## src/core/mbi_consts.vh

```
// Constants for the host bus front end: mode codes, port functions,
// widths and reset values. Definitions only, shared by the decoder and the host port.
`ifndef MBI_CONSTS_VH
`define MBI_CONSTS_VH

// =====================================================================
// Host bus configurations
`define MBI_MODE_MUX8 2'h0
`define MBI_MODE_MUX16 2'h1
`define MBI_MODE_NMUX8 2'h2
`define MBI_MODE_NMUX16 2'h3

// =====================================================================
// Port A functions in the multiplexed configurations
`define MBI_PA_GPIO 2'h0
`define MBI_PA_ADDR_OUT 2'h1
`define MBI_PA_TRACK 2'h2

// =====================================================================
// Widths and field positions
`define MBI_ADDR_W 20
`define MBI_LINE_W 16
`define MBI_BYTE_W 8
`define MBI_PC_W 3
`define MBI_NUM_CS 8
`define MBI_CMP_W 9
`define MBI_CMP_LSB 11
`define MBI_A19_BIT 19

// =====================================================================
// Reset values
`define MBI_CS_IDLE 8'h00
`define MBI_BYTE_ZERO 8'h00
`define MBI_WORD_ZERO 16'h0000
`define MBI_ADDR_ZERO 20'h00000

`endif

```

## src/core/mbi_addr_latch.v

```verilog
// Address latch driven by the address latch strobe.
// Assumes the strobe and the data are synchronous to core_clk and that
// the strobe has already been reduced to an active-high level.
`timescale 1ns/1ps

module mbi_addr_latch #(
  parameter WIDTH = 16
) (
  input wire core_clk, // Core clock
  input wire rst_sync_n, // Synchronised reset, active low
  input wire strobe_active, // Latch strobe, active high
  input wire [WIDTH-1:0] d, // Live address inputs
  output wire [WIDTH-1:0] q // Latched address, transparent while open
);

  // =====================================================================
  // Storage
  reg [WIDTH-1:0] held;

  // Follow while open; the last value seen is kept at the trailing edge
  always @(posedge core_clk or negedge rst_sync_n) begin
    if (!rst_sync_n) begin
      held <= {WIDTH{1'b0}};
    end else if (strobe_active) begin
      held <= d;
    end
  end

  // Transparent while open, otherwise frozen so data phases do no harm
  assign q = strobe_active ? d : held;

endmodule

```

## src/core/mbi_decode.v

```verilog
// Chip select decoder: each select compares address bits 19..11 with a
// programmed value under a care mask. Assumes configuration is static
// while the host runs; output is combinational, registered by the caller.
`timescale 1ns/1ps
`include "mbi_consts.vh"

module mbi_decode #(
  parameter NUM_CS = `MBI_NUM_CS,
  parameter CMP_W = `MBI_CMP_W
) (
  input wire [`MBI_ADDR_W-1:0] addr, // Decoded address
  input wire [NUM_CS*CMP_W-1:0] cs_match, // Match values, packed
  input wire [NUM_CS*CMP_W-1:0] cs_mask, // Care bits, packed, 1 = compare
  output wire [NUM_CS-1:0] hit // Raw select hits, active high
);

  // =====================================================================
  // Compare field
  wire [CMP_W-1:0] field;
  assign field = addr[`MBI_CMP_LSB +: CMP_W];

  // One comparator per select
  genvar i;
  generate
    for (i = 0; i < NUM_CS; i = i + 1) begin : g_cs
      assign hit[i] = ((field ^ cs_match[i*CMP_W +: CMP_W])
                      & cs_mask[i*CMP_W +: CMP_W]) == {CMP_W{1'b0}};
    end
  endgenerate

endmodule

```

## src/core/mbi_host_port.v

```verilog
// Host bus front end: four bus configurations, address demultiplexing,
// upper address routing, port roles and chip select decoding.
// Assumes all host pins are synchronous to core_clk and that the
// configuration inputs are static while the host is active.
`timescale 1ns/1ps
`include "mbi_consts.vh"

module mbi_host_port #(
  parameter NUM_CS = `MBI_NUM_CS,
  parameter CMP_W = `MBI_CMP_W
) (
  input wire core_clk, // 40 MHz core clock
  input wire rst_n, // Asynchronous reset, active low
  input wire [1:0] bus_mode, // Host bus configuration
  input wire strobe_high_active, // Strobe polarity, 1 = active high
  input wire nmux_use_strobe, // Latch address in non-mux modes
  input wire csi_select, // Shared pin is chip select, not A19
  input wire [2:0] pc_addr_latch, // Port C bits latched by strobe
  input wire [1:0] pa_func, // Port A role in mux modes
  input wire [7:0] pa_gpio_out, // Port A GPIO output values
  input wire [7:0] pa_gpio_dir, // Port A GPIO directions, 1 = out
  input wire [7:0] pb_gpio_out, // Port B GPIO output values
  input wire [7:0] pb_gpio_dir, // Port B GPIO directions, 1 = out
  input wire [7:0] pb_cs_sel, // Port B bit is a chip select
  input wire [NUM_CS*CMP_W-1:0] cs_match, // Decoder match values
  input wire [NUM_CS*CMP_W-1:0] cs_mask, // Decoder care bits
  input wire address_latch_strobe, // Host address latch strobe
  input wire addr19_or_chip_select_in, // A19 or chip select, low active
  input wire host_rd_n, // Host read strobe, active low
  input wire host_wr_n, // Host write strobe, active low
  input wire [15:0] addr_data_lines_in, // Address/data lines, in
  output reg [15:0] addr_data_lines_out, // Address/data lines, out
  output reg [15:0] addr_data_lines_oe, // Address/data lines, enable
  input wire [7:0] port_a_in, // Port A pins, in
  output reg [7:0] port_a_out, // Port A pins, out
  output reg [7:0] port_a_oe, // Port A pins, enable
  input wire [7:0] port_b_in, // Port B pins, in
  output reg [7:0] port_b_out, // Port B pins, out
  output reg [7:0] port_b_oe, // Port B pins, enable
  input wire [2:0] port_c_in, // Port C address pins
  input wire [15:0] core_rdata, // Read data from the memory side
  output reg [19:0] core_addr, // Decoded host address
  output reg [15:0] core_wdata, // Write data to the memory side
  output reg core_wr, // Write pulse at end of host write
  output reg [7:0] port_a_gpio_in, // Port A pin levels as seen
  output reg [7:0] port_b_gpio_in, // Port B pin levels as seen
  output reg [NUM_CS-1:0] decoder_chip_selects, // Selects, active high
  output reg power_down // Decoder in standby
);

  // =====================================================================
  // Reset synchroniser
  reg rst_meta_n;
  reg rst_sync_n;

  // Release through two flops; assertion stays asynchronous
  always @(posedge core_clk or negedge rst_n) begin
    if (!rst_n) begin
      rst_meta_n <= 1'b0;
      rst_sync_n <= 1'b0;
    end else begin
      rst_meta_n <= 1'b1;
      rst_sync_n <= rst_meta_n;
    end
  end

  // =====================================================================
  // Mode decode
  wire mode_mux;
  wire mode_wide;
  wire mode_nm16;

  // Four configurations from two bits, none left over
  assign mode_mux = (bus_mode == `MBI_MODE_MUX8) ||
                    (bus_mode == `MBI_MODE_MUX16);
  assign mode_wide = (bus_mode == `MBI_MODE_MUX16) ||
                     (bus_mode == `MBI_MODE_NMUX16);
  assign mode_nm16 = (bus_mode == `MBI_MODE_NMUX16);

  // =====================================================================
  // Strobe polarity and latch enables
  wire strobe_active;
  wire lo_latch_en;
  wire hi_latch_en;
  wire [2:0] pc_latch_en;

  // Polarity is chosen so the falling of the active level is the capture
  assign strobe_active = address_latch_strobe ^ ~strobe_high_active;

  // Non-mux hosts may still use the strobe when data sits on the ports
  assign lo_latch_en = mode_mux ? strobe_active :
                       (nmux_use_strobe ? strobe_active : 1'b1);
  // The high byte is only multiplexed in the wide multiplexed mode
  assign hi_latch_en = (mode_mux && mode_wide) ? strobe_active :
                       (!mode_mux && nmux_use_strobe) ? strobe_active :
                       1'b1;
  assign pc_latch_en[0] = pc_addr_latch[0] ? strobe_active : 1'b1;
  assign pc_latch_en[1] = pc_addr_latch[1] ? strobe_active : 1'b1;
  assign pc_latch_en[2] = pc_addr_latch[2] ? strobe_active : 1'b1;

  // =====================================================================
  // Address latches
  wire [7:0] addr_lo;
  wire [7:0] addr_hi;
  wire [2:0] addr_pc;

  // Low byte shares data in mux modes, so it is captured by the strobe
  mbi_addr_latch #(.WIDTH(`MBI_BYTE_W)) u_latch_lo (
    .core_clk(core_clk),
    .rst_sync_n(rst_sync_n),
    .strobe_active(lo_latch_en),
    .d(addr_data_lines_in[7:0]),
    .q(addr_lo)
  );

  // High byte latched in the wide mux mode, or in non-mux modes with nmux_use_strobe
  mbi_addr_latch #(.WIDTH(`MBI_BYTE_W)) u_latch_hi (
    .core_clk(core_clk),
    .rst_sync_n(rst_sync_n),
    .strobe_active(hi_latch_en),
    .d(addr_data_lines_in[15:8]),
    .q(addr_hi)
  );

  // Port C bits use one latch each with their own enable
  genvar gi;
  generate
    for (gi = 0; gi < `MBI_PC_W; gi = gi + 1) begin : g_pc
      mbi_addr_latch #(.WIDTH(1)) u_latch_pc (
        .core_clk(core_clk),
        .rst_sync_n(rst_sync_n),
        .strobe_active(pc_latch_en[gi]),
        .d(port_c_in[gi]),
        .q(addr_pc[gi])
      );
    end
  endgenerate

  // =====================================================================
  // Full decoder address
  wire addr19;
  wire [`MBI_ADDR_W-1:0] dec_addr;
  wire [NUM_CS-1:0] dec_hit;
  wire csi_off;

  // Shared pin feeds bit 19 only when it is not the chip select
  assign addr19 = csi_select ? 1'b0 : addr19_or_chip_select_in;
  // Held latches keep selects steady across data phases
  assign dec_addr = {addr19, addr_pc, addr_hi, addr_lo};
  // Chip select input high puts the decoder in standby
  assign csi_off = csi_select && addr19_or_chip_select_in;

  mbi_decode #(.NUM_CS(NUM_CS), .CMP_W(CMP_W)) u_decode (
    .addr(dec_addr),
    .cs_match(cs_match),
    .cs_mask(cs_mask),
    .hit(dec_hit)
  );

  // =====================================================================
  // Data phase qualifiers
  wire rd_active;
  wire wr_active;
  wire [15:0] host_wdata;
  reg wr_prev;
  reg [15:0] wdata_hold;

  // Reads and writes only while the decoder is awake
  assign rd_active = !host_rd_n && !csi_off;
  assign wr_active = !host_wr_n && !csi_off;

  // Where the host data sits depends on the configuration
  assign host_wdata = mode_mux ?
                      {(mode_wide ? addr_data_lines_in[15:8] :
                        `MBI_BYTE_ZERO), addr_data_lines_in[7:0]} :
                      {(mode_wide ? port_b_in : `MBI_BYTE_ZERO),
                       port_a_in};

  // Data is kept from the last active cycle, since the host may drop
  // it together with the strobe
  always @(posedge core_clk or negedge rst_sync_n) begin
    if (!rst_sync_n) begin
      wr_prev <= 1'b0;
      wdata_hold <= `MBI_WORD_ZERO;
    end else begin
      wr_prev <= wr_active;
      if (wr_active) begin
        wdata_hold <= host_wdata;
      end
    end
  end

  // =====================================================================
  // Address/data line drive
  reg [15:0] next_ad_out;
  reg [15:0] next_ad_oe;

  // Lines are address inputs except during a read in mux modes
  always @* begin
    next_ad_out = `MBI_WORD_ZERO;
    next_ad_oe = `MBI_WORD_ZERO;
    if (mode_mux && rd_active) begin
      next_ad_out[7:0] = core_rdata[7:0];
      next_ad_oe[7:0] = 8'hff;
      if (mode_wide) begin
        next_ad_out[15:8] = core_rdata[15:8];
        next_ad_oe[15:8] = 8'hff;
      end
    end
  end

  // =====================================================================
  // Port A function
  reg [7:0] next_pa_out;
  reg [7:0] next_pa_oe;

  // Non-mux: data bus. Mux: GPIO, address out or tracking the bus
  always @* begin
    next_pa_out = pa_gpio_out;
    next_pa_oe = pa_gpio_dir;
    if (!mode_mux) begin
      next_pa_out = core_rdata[7:0];
      next_pa_oe = rd_active ? 8'hff : `MBI_BYTE_ZERO;
    end else begin
      case (pa_func)
        `MBI_PA_GPIO: begin
          next_pa_out = pa_gpio_out;
          next_pa_oe = pa_gpio_dir;
        end
        `MBI_PA_ADDR_OUT: begin
          next_pa_out = addr_lo;
          next_pa_oe = 8'hff;
        end
        `MBI_PA_TRACK: begin
          // Copies whatever is on the low lines, either direction
          next_pa_out = rd_active ? core_rdata[7:0] :
                        addr_data_lines_in[7:0];
          next_pa_oe = 8'hff;
        end
        default: begin
          next_pa_out = pa_gpio_out;
          next_pa_oe = pa_gpio_dir;
        end
      endcase
    end
  end

  // =====================================================================
  // Port B function
  reg [7:0] next_pb_out;
  reg [7:0] next_pb_oe;
  reg [NUM_CS-1:0] next_cs;
  integer bi;

  // Standby and reset both force every select inactive
  always @* begin
    next_cs = csi_off ? {NUM_CS{1'b0}} : dec_hit;
  end

  // High data byte in wide non-mux mode, else per-bit GPIO or select
  always @* begin
    next_pb_out = `MBI_BYTE_ZERO;
    next_pb_oe = `MBI_BYTE_ZERO;
    if (mode_nm16) begin
      next_pb_out = core_rdata[15:8];
      next_pb_oe = rd_active ? 8'hff : `MBI_BYTE_ZERO;
    end else begin
      for (bi = 0; bi < 8; bi = bi + 1) begin
        if (pb_cs_sel[bi]) begin
          next_pb_out[bi] = next_cs[bi];
          next_pb_oe[bi] = 1'b1;
        end else begin
          next_pb_out[bi] = pb_gpio_out[bi];
          next_pb_oe[bi] = pb_gpio_dir[bi];
        end
      end
    end
  end

  // =====================================================================
  // Output registers
  // One cycle of latency buys glitch-free pins straight from flops
  always @(posedge core_clk or negedge rst_sync_n) begin
    if (!rst_sync_n) begin
      addr_data_lines_out <= `MBI_WORD_ZERO;
      addr_data_lines_oe <= `MBI_WORD_ZERO;
      port_a_out <= `MBI_BYTE_ZERO;
      port_a_oe <= `MBI_BYTE_ZERO;
      port_b_out <= `MBI_BYTE_ZERO;
      port_b_oe <= `MBI_BYTE_ZERO;
      core_addr <= `MBI_ADDR_ZERO;
      core_wdata <= `MBI_WORD_ZERO;
      core_wr <= 1'b0;
      port_a_gpio_in <= `MBI_BYTE_ZERO;
      port_b_gpio_in <= `MBI_BYTE_ZERO;
      decoder_chip_selects <= `MBI_CS_IDLE;
      power_down <= 1'b0;
    end else begin
      addr_data_lines_out <= next_ad_out;
      addr_data_lines_oe <= next_ad_oe;
      port_a_out <= next_pa_out;
      port_a_oe <= next_pa_oe;
      port_b_out <= next_pb_out;
      port_b_oe <= next_pb_oe;
      core_addr <= dec_addr;
      // Write lands on the trailing edge of the host write strobe
      core_wr <= wr_prev && !wr_active && !csi_off;
      // A write cut short by standby must not disturb the last data
      if (wr_prev && !wr_active && !csi_off) begin
        core_wdata <= wdata_hold;
      end
      port_a_gpio_in <= port_a_in;
      port_b_gpio_in <= port_b_in;
      decoder_chip_selects <= next_cs;
      power_down <= csi_off;
    end
  end

endmodule

```

## config.mk

```make
export PLATFORM = sky130hd
export DESIGN_NAME = mbi_host_port
export DESIGN_NICKNAME = d
export VERILOG_FILES = /design/src/core/mbi_addr_latch.v /design/src/core/mbi_decode.v /design/src/core/mbi_host_port.v
export VERILOG_INCLUDE_DIRS = /design/src /design/src/core
export SDC_FILE = /design/constraint.sdc
export NUM_CORES = 1
export LEC_CHECK = 0
export ABC_AREA = 1
export BUFFER_PORTS_ARGS = -buffer_cell sky130_fd_sc_hd__buf_2
export CAP_MARGIN = 5
export CORE_MARGIN = 2
export CORE_UTILIZATION = 30
export DETAILED_ROUTE_END_ITERATION = 10
export SYNTH_ARGS = -nofsm -noshare
export SYNTH_HDL_FRONTEND = slang
export SYNTH_HIERARCHICAL = 1
export SYNTH_SLANG_ARGS = --single-unit
```

## constraint.sdc

```tcl
create_clock -name core_clk -period 4.79 [get_ports core_clk]
set_input_delay 0.958 -clock core_clk [delete_from_list [all_inputs] [get_ports core_clk]]
set_output_delay 0.958 -clock core_clk [all_outputs]
set_load 0.03 [all_outputs]
```

==> qor.csv, run 1 <==
metric;value;unit
outcome;complete, no violations;
Vias/cell;4.38;
Hold Path Class;primary input to asynchronous set/reset pin;
GRT Total Usage;19.3;%
Starting DRT DRC Count;403;
post-CTS sizing;0;
number of detailed-route iterations in the first pass;6;
H-Tree Depth;4;
Placer Congestion;0.840;
drt drc;0;
syn_area_per_cell;8.00;µm²
Worst Max-Slew Pin Slew;977;ps
Clock Skews;10.2;ps
Layout Cells excl Fill;1608;
grt ovf;0;
setup violators final;0;
Simple-Gate Fraction of Synth Area;31.5;%
Mapped Area;7350;µm²
Finished Cell Area;9840;µm²
DIE AREA;25800;µm²
crit-path cells;buf_2 -> inv_4 -> o21ai_1 -> o21bai_1 -> inv_2 -> nand2_1 -> nand2_1 -> inv_2 -> nand2_1 -> nand3_1 -> nand2_1 -> inv_1 -> nand3_1 -> nor2_1 -> inv_1 -> nor2_1 -> nand2_1 -> a31oi_1;
fmax;257;MHz
clock transition at the registers of the reported paths;70;ps
Crit-path slowest cell;o21ai_1;
core area;24200;µm²
commonest non-fill, non-tap cell in the layout;buf_2;
largest net degree at the start of global routing;67;
final hold slack;313;ps
Static Leakage;5.57;nW
post-route ant nets;0;
Synth top area share;51.1;%
Critical R2R Launch;g_pc[2].u_latch_pc/held;
crit end category;register;
Max VDD drop;0.211;mV
Worst R2R End;port_b_out[3];
CTS Hold Bufs;0;
Required @ worst endpoint;5130;ps
Final nets;1523;
Tcrit/Tclk final;81.4;%
maxcap violations;0;
Post-Synth Adder-Cell Area;0.340;%
Synth Area in Compound Gates;5.50;%
DP Cell Count;1575;
TritonCTS clock tree;yes;
clk_lat worst skew;420;ps
final core utilization;40.7;%
die height;161;µm
CP endpoint;port_b_out[3];
most frequent cells in the layout;376 x buf_2, 305 x nand2_1, 149 x dfrtp_1, 129 x nor2_1, 79 x nand3_1;
io pins;377;
layout cell share with drive strength beyond 1;35.8;%
CP Max Fanout;11;
leading area contributor after synthesis;dfrtp_1;
XOR/XNOR Fraction of Synth Area;1.07;%
Post-DP Area;9250;µm²
final WL;25000;µm
WL/cell;15.6;µm
synth warn;6;
crit path from;bus_mode[1];
Crit path largest cell delay;760;ps
flops & latches, synth;150;
first-pass GRT wire length;38000;µm
Root Buffer;clkbuf_16;
initial core utilization;30.4;%
Die W;161;µm
post-synthesis mux area share;0;%
Bufs on Longest Clock Path;2;
Syn Inst Count;919;
TNS Setup;0;ps
num rows;57;
DR vias;7037;
Syn Nets;1172;
Pins Over Slew Limit;0;
fin worst setup slack;893;ps
CTS buffer count;17;
initial antenna violation count;3;
kind of critical path;primary input to register;
Final min period;3900;ps
CTS Sinks;150;
top cells by area, synth;dfrtp_1 51%, nand2_1 16%, nor2_1 6.6%;
power density cells;367;nW/µm²
unrepaired setup endpoints after global routing;false;
slew margin rel.;34.4;%
Final Hold Vio Count;0;
sequential cell area fraction in the yosys report;51.1;%
total power;3.61;mW
Setup WS pre-CTS;494;ps
R2R setup slack;2590;ps
most frequent CP cell;nand2_1;
main combinational cell family by area after synthesis;simple AND/OR/NAND/NOR gates;
dpl hpwl;20200;µm
vias in the first global route;7037;
critical path arrival;4240;ps
PortBufs;376;
postcts setup bufs;0;
CP Launch Type;primary input;
Worst Reg-to-Reg Cells;12;
Netlist cell types;30;
area grow syn2layout;33.8;%
## synthesized netlist by cell type, drive strengths merged
master	count
inv	86
o21ai	31
o21bai	1
nor2	149
nand2	310
clkbuf	1
clkinv	1
xor2	9
a21oi	8
a31oi	17
ha	2
dfrtp	150
buf	49
o211ai	7
conb	1
or2	16
nand3	81
## kinds of logic (layout without fill, tap and decap cells)
group	Yosys count	count (layout)
and+or+nand+nor	556	556
other	1	3
xor gates and xnor gates	9	9
AOI/OAI and AO/OA	64	64
DFF	150	150
adders and majority gates	2	2
buffers and inverters	137	500
## power breakdown
group | switching, mW | total [mW] | internal (mW)
Clock | 0.544 | 1.32 | 0.774
Sequential | 0.0600 | 1.46 | 1.40
Combinational | 0.567 | 0.833 | 0.267
Total | 1.17 | 3.61 | 2.44
## final cells by class
| cell class | count | area, µm² |
|---|---|---|
| Antenna cell | 2 | 5.00 |
| Clock buffer | 18 | 429 |
| Clock inverter | 13 | 150 |
| Fill cell | 2518 | 14300 |
| Inverter | 87 | 329 |
| Multi-Input combinational cell | 632 | 2830 |
| Sequential cell | 150 | 3760 |
| Tap cell | 324 | 405 |
| Timing Repair Buffer | 382 | 1930 |
## metal layers
metal	up-vias	global-route usage (%)	part of all wire, %
met1	3172	21.5	39
met4	4	7.94	3.4
met2	295	35.3	51
met3	43	4.47	5.8
li1	3523	-	-
met5	-	0	0.092
## flip-flops by register name (all words and copies together), names as in the netlist, 2 cells and up
| signal | count |
|---|---|
| core_addr | 20 |
| addr_data_lines_out | 16 |
| core_wdata | 16 |
| wdata_hold | 16 |
| decoder_chip_selects | 8 |
| port_a_gpio_in | 8 |
| port_a_oe | 8 |
| port_a_out | 8 |
| port_b_gpio_in | 8 |
| port_b_oe | 8 |
| port_b_out | 8 |
| u_latch_hi/held | 8 |
| u_latch_lo/held | 8 |
| g_pc.u_latch_pc/held | 3 |
| addr_data_lines_oe | 2 |
## how the worst min path moves through the flow
stage | from | end | slack [ps] | depth (start not counted)
floorplan | rst_meta_n | rst_sync_n | 330 | 0
global placement | rst_meta_n | rst_sync_n | 340 | 0
detailed placement | rst_meta_n | rst_sync_n | 340 | 0
CTS | rst_n | rst_sync_n | 290 | 1
global route | rst_n | rst_meta_n | 290 | 1
finish | rst_n | rst_meta_n | 310 | 1
## worst max-delay path: cells and delay by family
family                 cells  cell delay, ps
buffers and inverters      6             750
and+or+nand+nor            9            1180
AOI/OAI and AO/OA          3            1320
No activity file was read; power rests on OpenSTA's default activity.
==> run 2, diff against run 1 <==
clock period = 4.05 ns   (was 4.79 ns; I/O delays follow)
==> run 2 against run 1 <==
  * Power up 18%
  * Die area unchanged
  * Non-clock buffer count up 1
  * Core utilization up 0.062 points
  * First-iteration DRC count down 0.25%
  * Sequential share of layout area down 0.058 points
  * Global-route usage up 0.12 points
  * Clock power up 17%
  * Via count about the same
  * Worst setup slack worse by 240 ps
  * Combinational power up 19%
  * Wire length down 0.27%
  * Critical endpoint unchanged
==> qor.csv, run 2 (synthesis results as in run 1) <==
metric;value;unit;change
outcome;complete, no violations;;
vias in the first global route;6791;;-3.5%
CP delay by family, top;simple AND/OR/NAND/NOR gates;;
max FFs per register;20;;unchanged
PortBufs;376;;unchanged
setup violators final;0;;unchanged
grt ovf;0;;unchanged
final WL;25000;µm;-0.27%
kind of critical path;primary input to register;;
postcts setup bufs;0;;unchanged
Tcrit/Tclk final;83.8;%;
WL/cell;15.5;µm;-0.58%
Largest Register;core_addr;;
drt drc;0;;unchanged
number of detailed-route iterations in the first pass;5;;-1
GRT Total Usage;19.4;%;+0.12 points
first-pass GRT wire length;38100;µm;+0.13%
commonest non-fill, non-tap cell in the layout;buf_2;;
Vias/cell;4.36;;-0.41%
Top Metal Used;met4;;
Die W;161;µm;unchanged
CTS buffer count;17;;unchanged
die height;161;µm;unchanged
Crit path largest cell delay;510;ps;-250 ps
CTS Hold Bufs;0;;unchanged
number of fill cells;2520;;+0.079%
TritonCTS clock tree;yes;;
Worst Max-Slew Pin Slew;824;ps;-154 ps
power density cells;432;nW/µm²;+18%
H-Tree Depth;4;;unchanged
Max VDD drop;0.210;mV;-0.16%
TNS Setup;0;ps;unchanged
Final min period;3390;ps;
crit path buf inv count;3;;-3
crit-path cells;buf_2 -> xor2_1 -> o21ai_1 -> o21bai_1 -> inv_2 -> nand2_1 -> nand2_1 -> nand2_1 -> nand2_1 -> nor2_1 -> nor2_1 -> nand3_1 -> nor2_1 -> inv_1 -> nor2_1 -> nand2_1 -> a31oi_1;;
Crit-path slowest cell;nand2_1;;
most frequent CP cell;nand2_1;;
core area;24200;µm²;unchanged
Final nets;1524;;+0.066%
Starting DRT DRC Count;402;;-0.25%
clock transition at the registers of the reported paths;70;ps;about the same
initial core utilization;30.4;%;unchanged
dpl hpwl;20000;µm;-0.86%
num rows;57;;unchanged
Placer Congestion;0.883;;+5.1%
largest net degree at the start of global routing;61;;-9.0%
io pins;377;;unchanged
Bufs on Longest Clock Path;2;;unchanged
layout cell share with drive strength beyond 1;35.8;%;about the same
wire length on met3;1410;µm;-2.8%
maxcap violations;0;;unchanged
Clock Skews;18.5;ps;+8.22 ps
slew margin rel.;44.9;%;+11 points
Hold Path Class;primary input to asynchronous set/reset pin;;
final hold slack;154;ps;-159 ps
most frequent cells in the layout;376 x buf_2, 305 x nand2_1, 149 x dfrtp_1, 130 x nor2_1, 79 x nand3_1;;
Reg area;3760;µm²;unchanged
post-route ant nets;0;;unchanged
met2 wire len;12900;µm;+0.44%
DIE AREA;25800;µm²;unchanged
Multi-input gate area;2830;µm²;about the same
Required @ worst endpoint;4400;ps;-730 ps
Pins Over Slew Limit;0;;unchanged
CTS Sinks;150;;unchanged
CP Launch Type;primary input;;
Final Hold Vio Count;0;;unchanged
WL met1;10000;µm;+2.0%
CP Max Fanout;18;;+7
DR vias;7030;;-0.099%
area grow syn2layout;34.0;%;
unrepaired setup endpoints after global routing;false;;
post-CTS sizing;0;;unchanged
clk_lat worst skew;430;ps;about the same
fmax;295;MHz;
critical path arrival;3750;ps;-490 ps
crit end category;register;;
initial antenna violation count;6;;+3
Static Leakage;5.58;nW;+0.11%
Root Buffer;clkbuf_16;;
==> run 2: path summary, 6_finish.rpt <==
| path | endpoint | slack [ps] | startpoint | cells after the start |
|---|---|---|---|---|
| min in group core_clk | rst_sync_n | 350 | rst_meta_n | 0 |
| worst min-delay path | rst_sync_n | 150 | rst_n | 1 |
| worst min register to register | rst_sync_n | 350 | rst_meta_n | 0 |
| worst max-delay path | port_b_out[3] | 660 | address_latch_strobe | 17 |
| worst max register to register | port_b_out[4] | 1870 | g_pc[2].u_latch_pc/held | 12 |
| max in group asynchronous | wdata_hold[1] | 2740 | rst_sync_n | 1 |
==> run 2: power by group <==
group	switching (mW)	internal (mW)
Combinational	0.670	0.318
Sequential	0.0671	1.65
Clock	0.686	0.864
==> run 2: worst register-to-register path, cell delays in order, from the launching register on <==
cell,delay [ps]
dfrtp_1,320
nand2_1,50
nand2_1,500
nand2_1,120
nand2_1,90
nor2_1,40
nor2_1,280
nand3_1,170
nor2_1,120
inv_1,50
nor2_1,150
nand2_1,70
a31oi_1,160
==> run 2: stage by stage <==
stage / power [mW] / util, % / setup slack [ps] / std cells / area (µm²)
after floorplan: 2.39 / - / 1390 / 919 / 7350
after global placement: 2.73 / 38.3 / 133 / 1576 / 9270
after detailed placement: 2.74 / 38.3 / 34.0 / 1576 / 9270
after CTS: 4.30 / 40.7 / 482 / 1608 / 9840
after global routing: 4.47 / 40.7 / 116 / 1611 / 9850
final: 4.26 / 40.7 / 655 / 1613 / 9850
==> run 2: area by class of cell <==
cell class              count  area share, %
clock inverters            14           1.42
well taps                 324           4.12
repair buffers            383           19.8
clock buffers              18           4.36
multi-input cells         632           28.7
inverters                  87           3.34
diodes                      5          0.127
flip-flops and latches    150           38.1
==> run 2: layer usage <==
layer | track usage, % | vias up
li1 | - | 3535
met1 | 23.2 | 3190
met2 | 34.5 | 269
met3 | 4.26 | 36
met4 | 6.96 | 0
met5 | 0 | -
==> run 3, diff against run 2 <==
clock period = 3.24 ns   (was 4.05 ns; I/O delays follow)
==> run 3 against run 2 <==
  * Via count down 1.4%
  * Design area is 1.8% higher
  * Die area did not move
  * Register-to-register slack worse by 470 ps
  * Critical path depth rose by 2
  * First-iteration DRC count is 22% lower
  * Wire length is 2.9% higher
  * Core utilization grew 0.75 points
  * Sequential power rose by 25%
  * Power rose by 30%
  * Cell count increased by 0.68%
  * Largest power group unchanged
  * Sequential share of layout area is 0.69 points lower
==> qor.csv, run 3 (synthesis results as in run 1) <==
metric;value;unit;change
DP Cell Count;1587;;+0.70%
largest net degree at the start of global routing;65;;+6.6%
Root Buffer;clkbuf_16;;
Setup WS pre-CTS;177;ps;+143 ps
outcome;complete, no violations;;
Die W;161;µm;unchanged
Vias/cell;4.27;;-2.0%
clock transition at the registers of the reported paths;70;ps;about the same
Placer Congestion;0.861;;-2.5%
die height;161;µm;unchanged
Tcrit/Tclk final;80.9;%;
CTS Sinks;150;;unchanged
Worst Max-Slew Pin Slew;866;ps;+41.9 ps
commonest non-fill, non-tap cell in the layout;buf_2;;
CTS buffer count;17;;unchanged
DR vias;6934;;-1.4%
Final Hold Vio Count;0;;unchanged
GRT Total Usage;20.0;%;+0.56 points
total power;5.52;mW;+30%
Pins Over Slew Limit;0;;unchanged
DIE AREA;25800;µm²;unchanged
PortBufs;376;;unchanged
slew margin rel.;42.3;%;-2.7 points
Bufs on Longest Clock Path;2;;unchanged
Static Leakage;5.67;nW;+1.6%
crit end category;register;;
CTS Hold Bufs;1;;+1
grt ovf;0;;unchanged
fin worst setup slack;618;ps;-37.3 ps
Largest Register;core_addr;;
number of detailed-route iterations in the first pass;7;;+2
final WL;25700;µm;+2.9%
vias in the first global route;6892;;+1.5%
Layout Cells excl Fill;1624;;+0.68%
initial core utilization;30.4;%;unchanged
fmax;381;MHz;
TNS Setup;0;ps;unchanged
power density cells;550;nW/µm²;+27%
Required @ worst endpoint;3590;ps;-810 ps
H-Tree Depth;4;;unchanged
num rows;57;;unchanged
unrepaired setup endpoints after global routing;false;;
Final nets;1536;;+0.79%
setup violators final;0;;unchanged
clk_lat worst skew;420;ps;about the same
drt drc;0;;unchanged
TritonCTS clock tree;yes;;
WL/cell;15.8;µm;+2.2%
io pins;377;;unchanged
CP Max Fanout;11;;-7
Clock Skews;18.1;ps;-0.345 ps
critical path arrival;2970;ps;-780 ps
area grow syn2layout;36.5;%;
most frequent cells in the layout;376 x buf_2, 305 x nand2_1, 149 x dfrtp_1, 130 x nor2_1, 79 x nand3_1;;
CP Launch Type;primary input;;
first-pass GRT wire length;39100;µm;+2.7%
Final min period;2620;ps;
Max VDD drop;0.290;mV;+38%
max FFs per register;20;;unchanged
postcts setup bufs;0;;unchanged
number of fill cells;2537;;+0.67%
layout cell share with drive strength beyond 1;36.3;%;+0.52 points
kind of critical path;primary input to register;;
Starting DRT DRC Count;313;;-22%
core area;24200;µm²;unchanged
WHS Path Cells;1;;
dpl hpwl;20800;µm;+4.0%
Hold Path Class;primary input to register;;
initial antenna violation count;4;;-2
post-CTS sizing;0;;unchanged
maxcap violations;0;;unchanged
Worst Reg-to-Reg Cells;13;;+1
post-route ant nets;0;;unchanged
[run 3: changes by cell type in the layout (fill, tap and decap cells not counted), sizes merged]
| cell | previous run | this run |
|---|---|---|
| buf | 383 | 394 |
| diode | 5 | 4 |
| clkinv | 4 | 3 |
| inv | 93 | 90 |
| bufinv | 1 | 3 |
| clkbuf | 18 | 20 |
| dlygate4sd3 | 0 | 1 |
[run 3: path summary, 6_finish.rpt]
check	from	endpoint	slack [ps]
min reg2reg	rst_meta_n	rst_sync_n	370
max reg2reg	g_pc[2].u_latch_pc/held	port_b_out[4]	1400
max in group asynchronous	rst_sync_n	core_wdata[1]	1900
max	address_latch_strobe	port_b_out[6]	620
min in group asynchronous	rst_sync_n	g_pc[2].u_latch_pc/held	440
min	port_b_in[6]	port_b_gpio_in[6]	360
[run 3: worst max-delay path, stage by stage]
cell      delay, ps
buf_2           100
xor2_1          150
buf_4           150
o21ai_1         110
o21bai_1        270
inv_2           160
nand2_1          90
nand2_1         230
inv_2           200
nand2_1          70
nand3_1          70
nand2_1          50
inv_1            50
nand3_1         100
nor2_1          130
inv_1            50
nor2_1          170
nand2_1          70
a31oi_1         120
[run 3: per-layer routing]
metal,vias up,global-route usage (%),wire length (µm)
li1,3555,-,-
met1,3101,23.3,10300
met2,250,35.7,13300
met3,28,4.44,1380
met4,0,7.94,725
met5,-,0,0
[run 3: final cells by class]
type | count | area [µm²] | area share [%]
well taps | 324 | 405 | 4.04
clock buffers | 20 | 457 | 4.55
flip-flops and latches | 150 | 3760 | 37.5
clock inverters | 12 | 165 | 1.65
multi-input cells | 632 | 2830 | 28.2
diodes | 4 | 10.0 | 0.0998
repair buffers | 395 | 2080 | 20.7
inverters | 87 | 329 | 3.28
[run 3: where the power goes]
part           switching (mW)  leakage [nW]  internal [mW]  total, mW
Sequential             0.0863          1.84           2.06       2.15
Combinational           0.849          3.54          0.428       1.28
Clock                   0.824         0.294           1.27       2.09
[run 3: per-stage QoR]
stage / area (µm²) / hold WS [ps] / utilization [%]
finish: 10000 / 363 / 41.5
global route: 10000 / 343 / 41.5
CTS: 10000 / 339 / 41.4
detailed placement: 9390 / 350 / 38.8
global placement: 9390 / 336 / 38.8
floorplan: 7350 / 331 / -
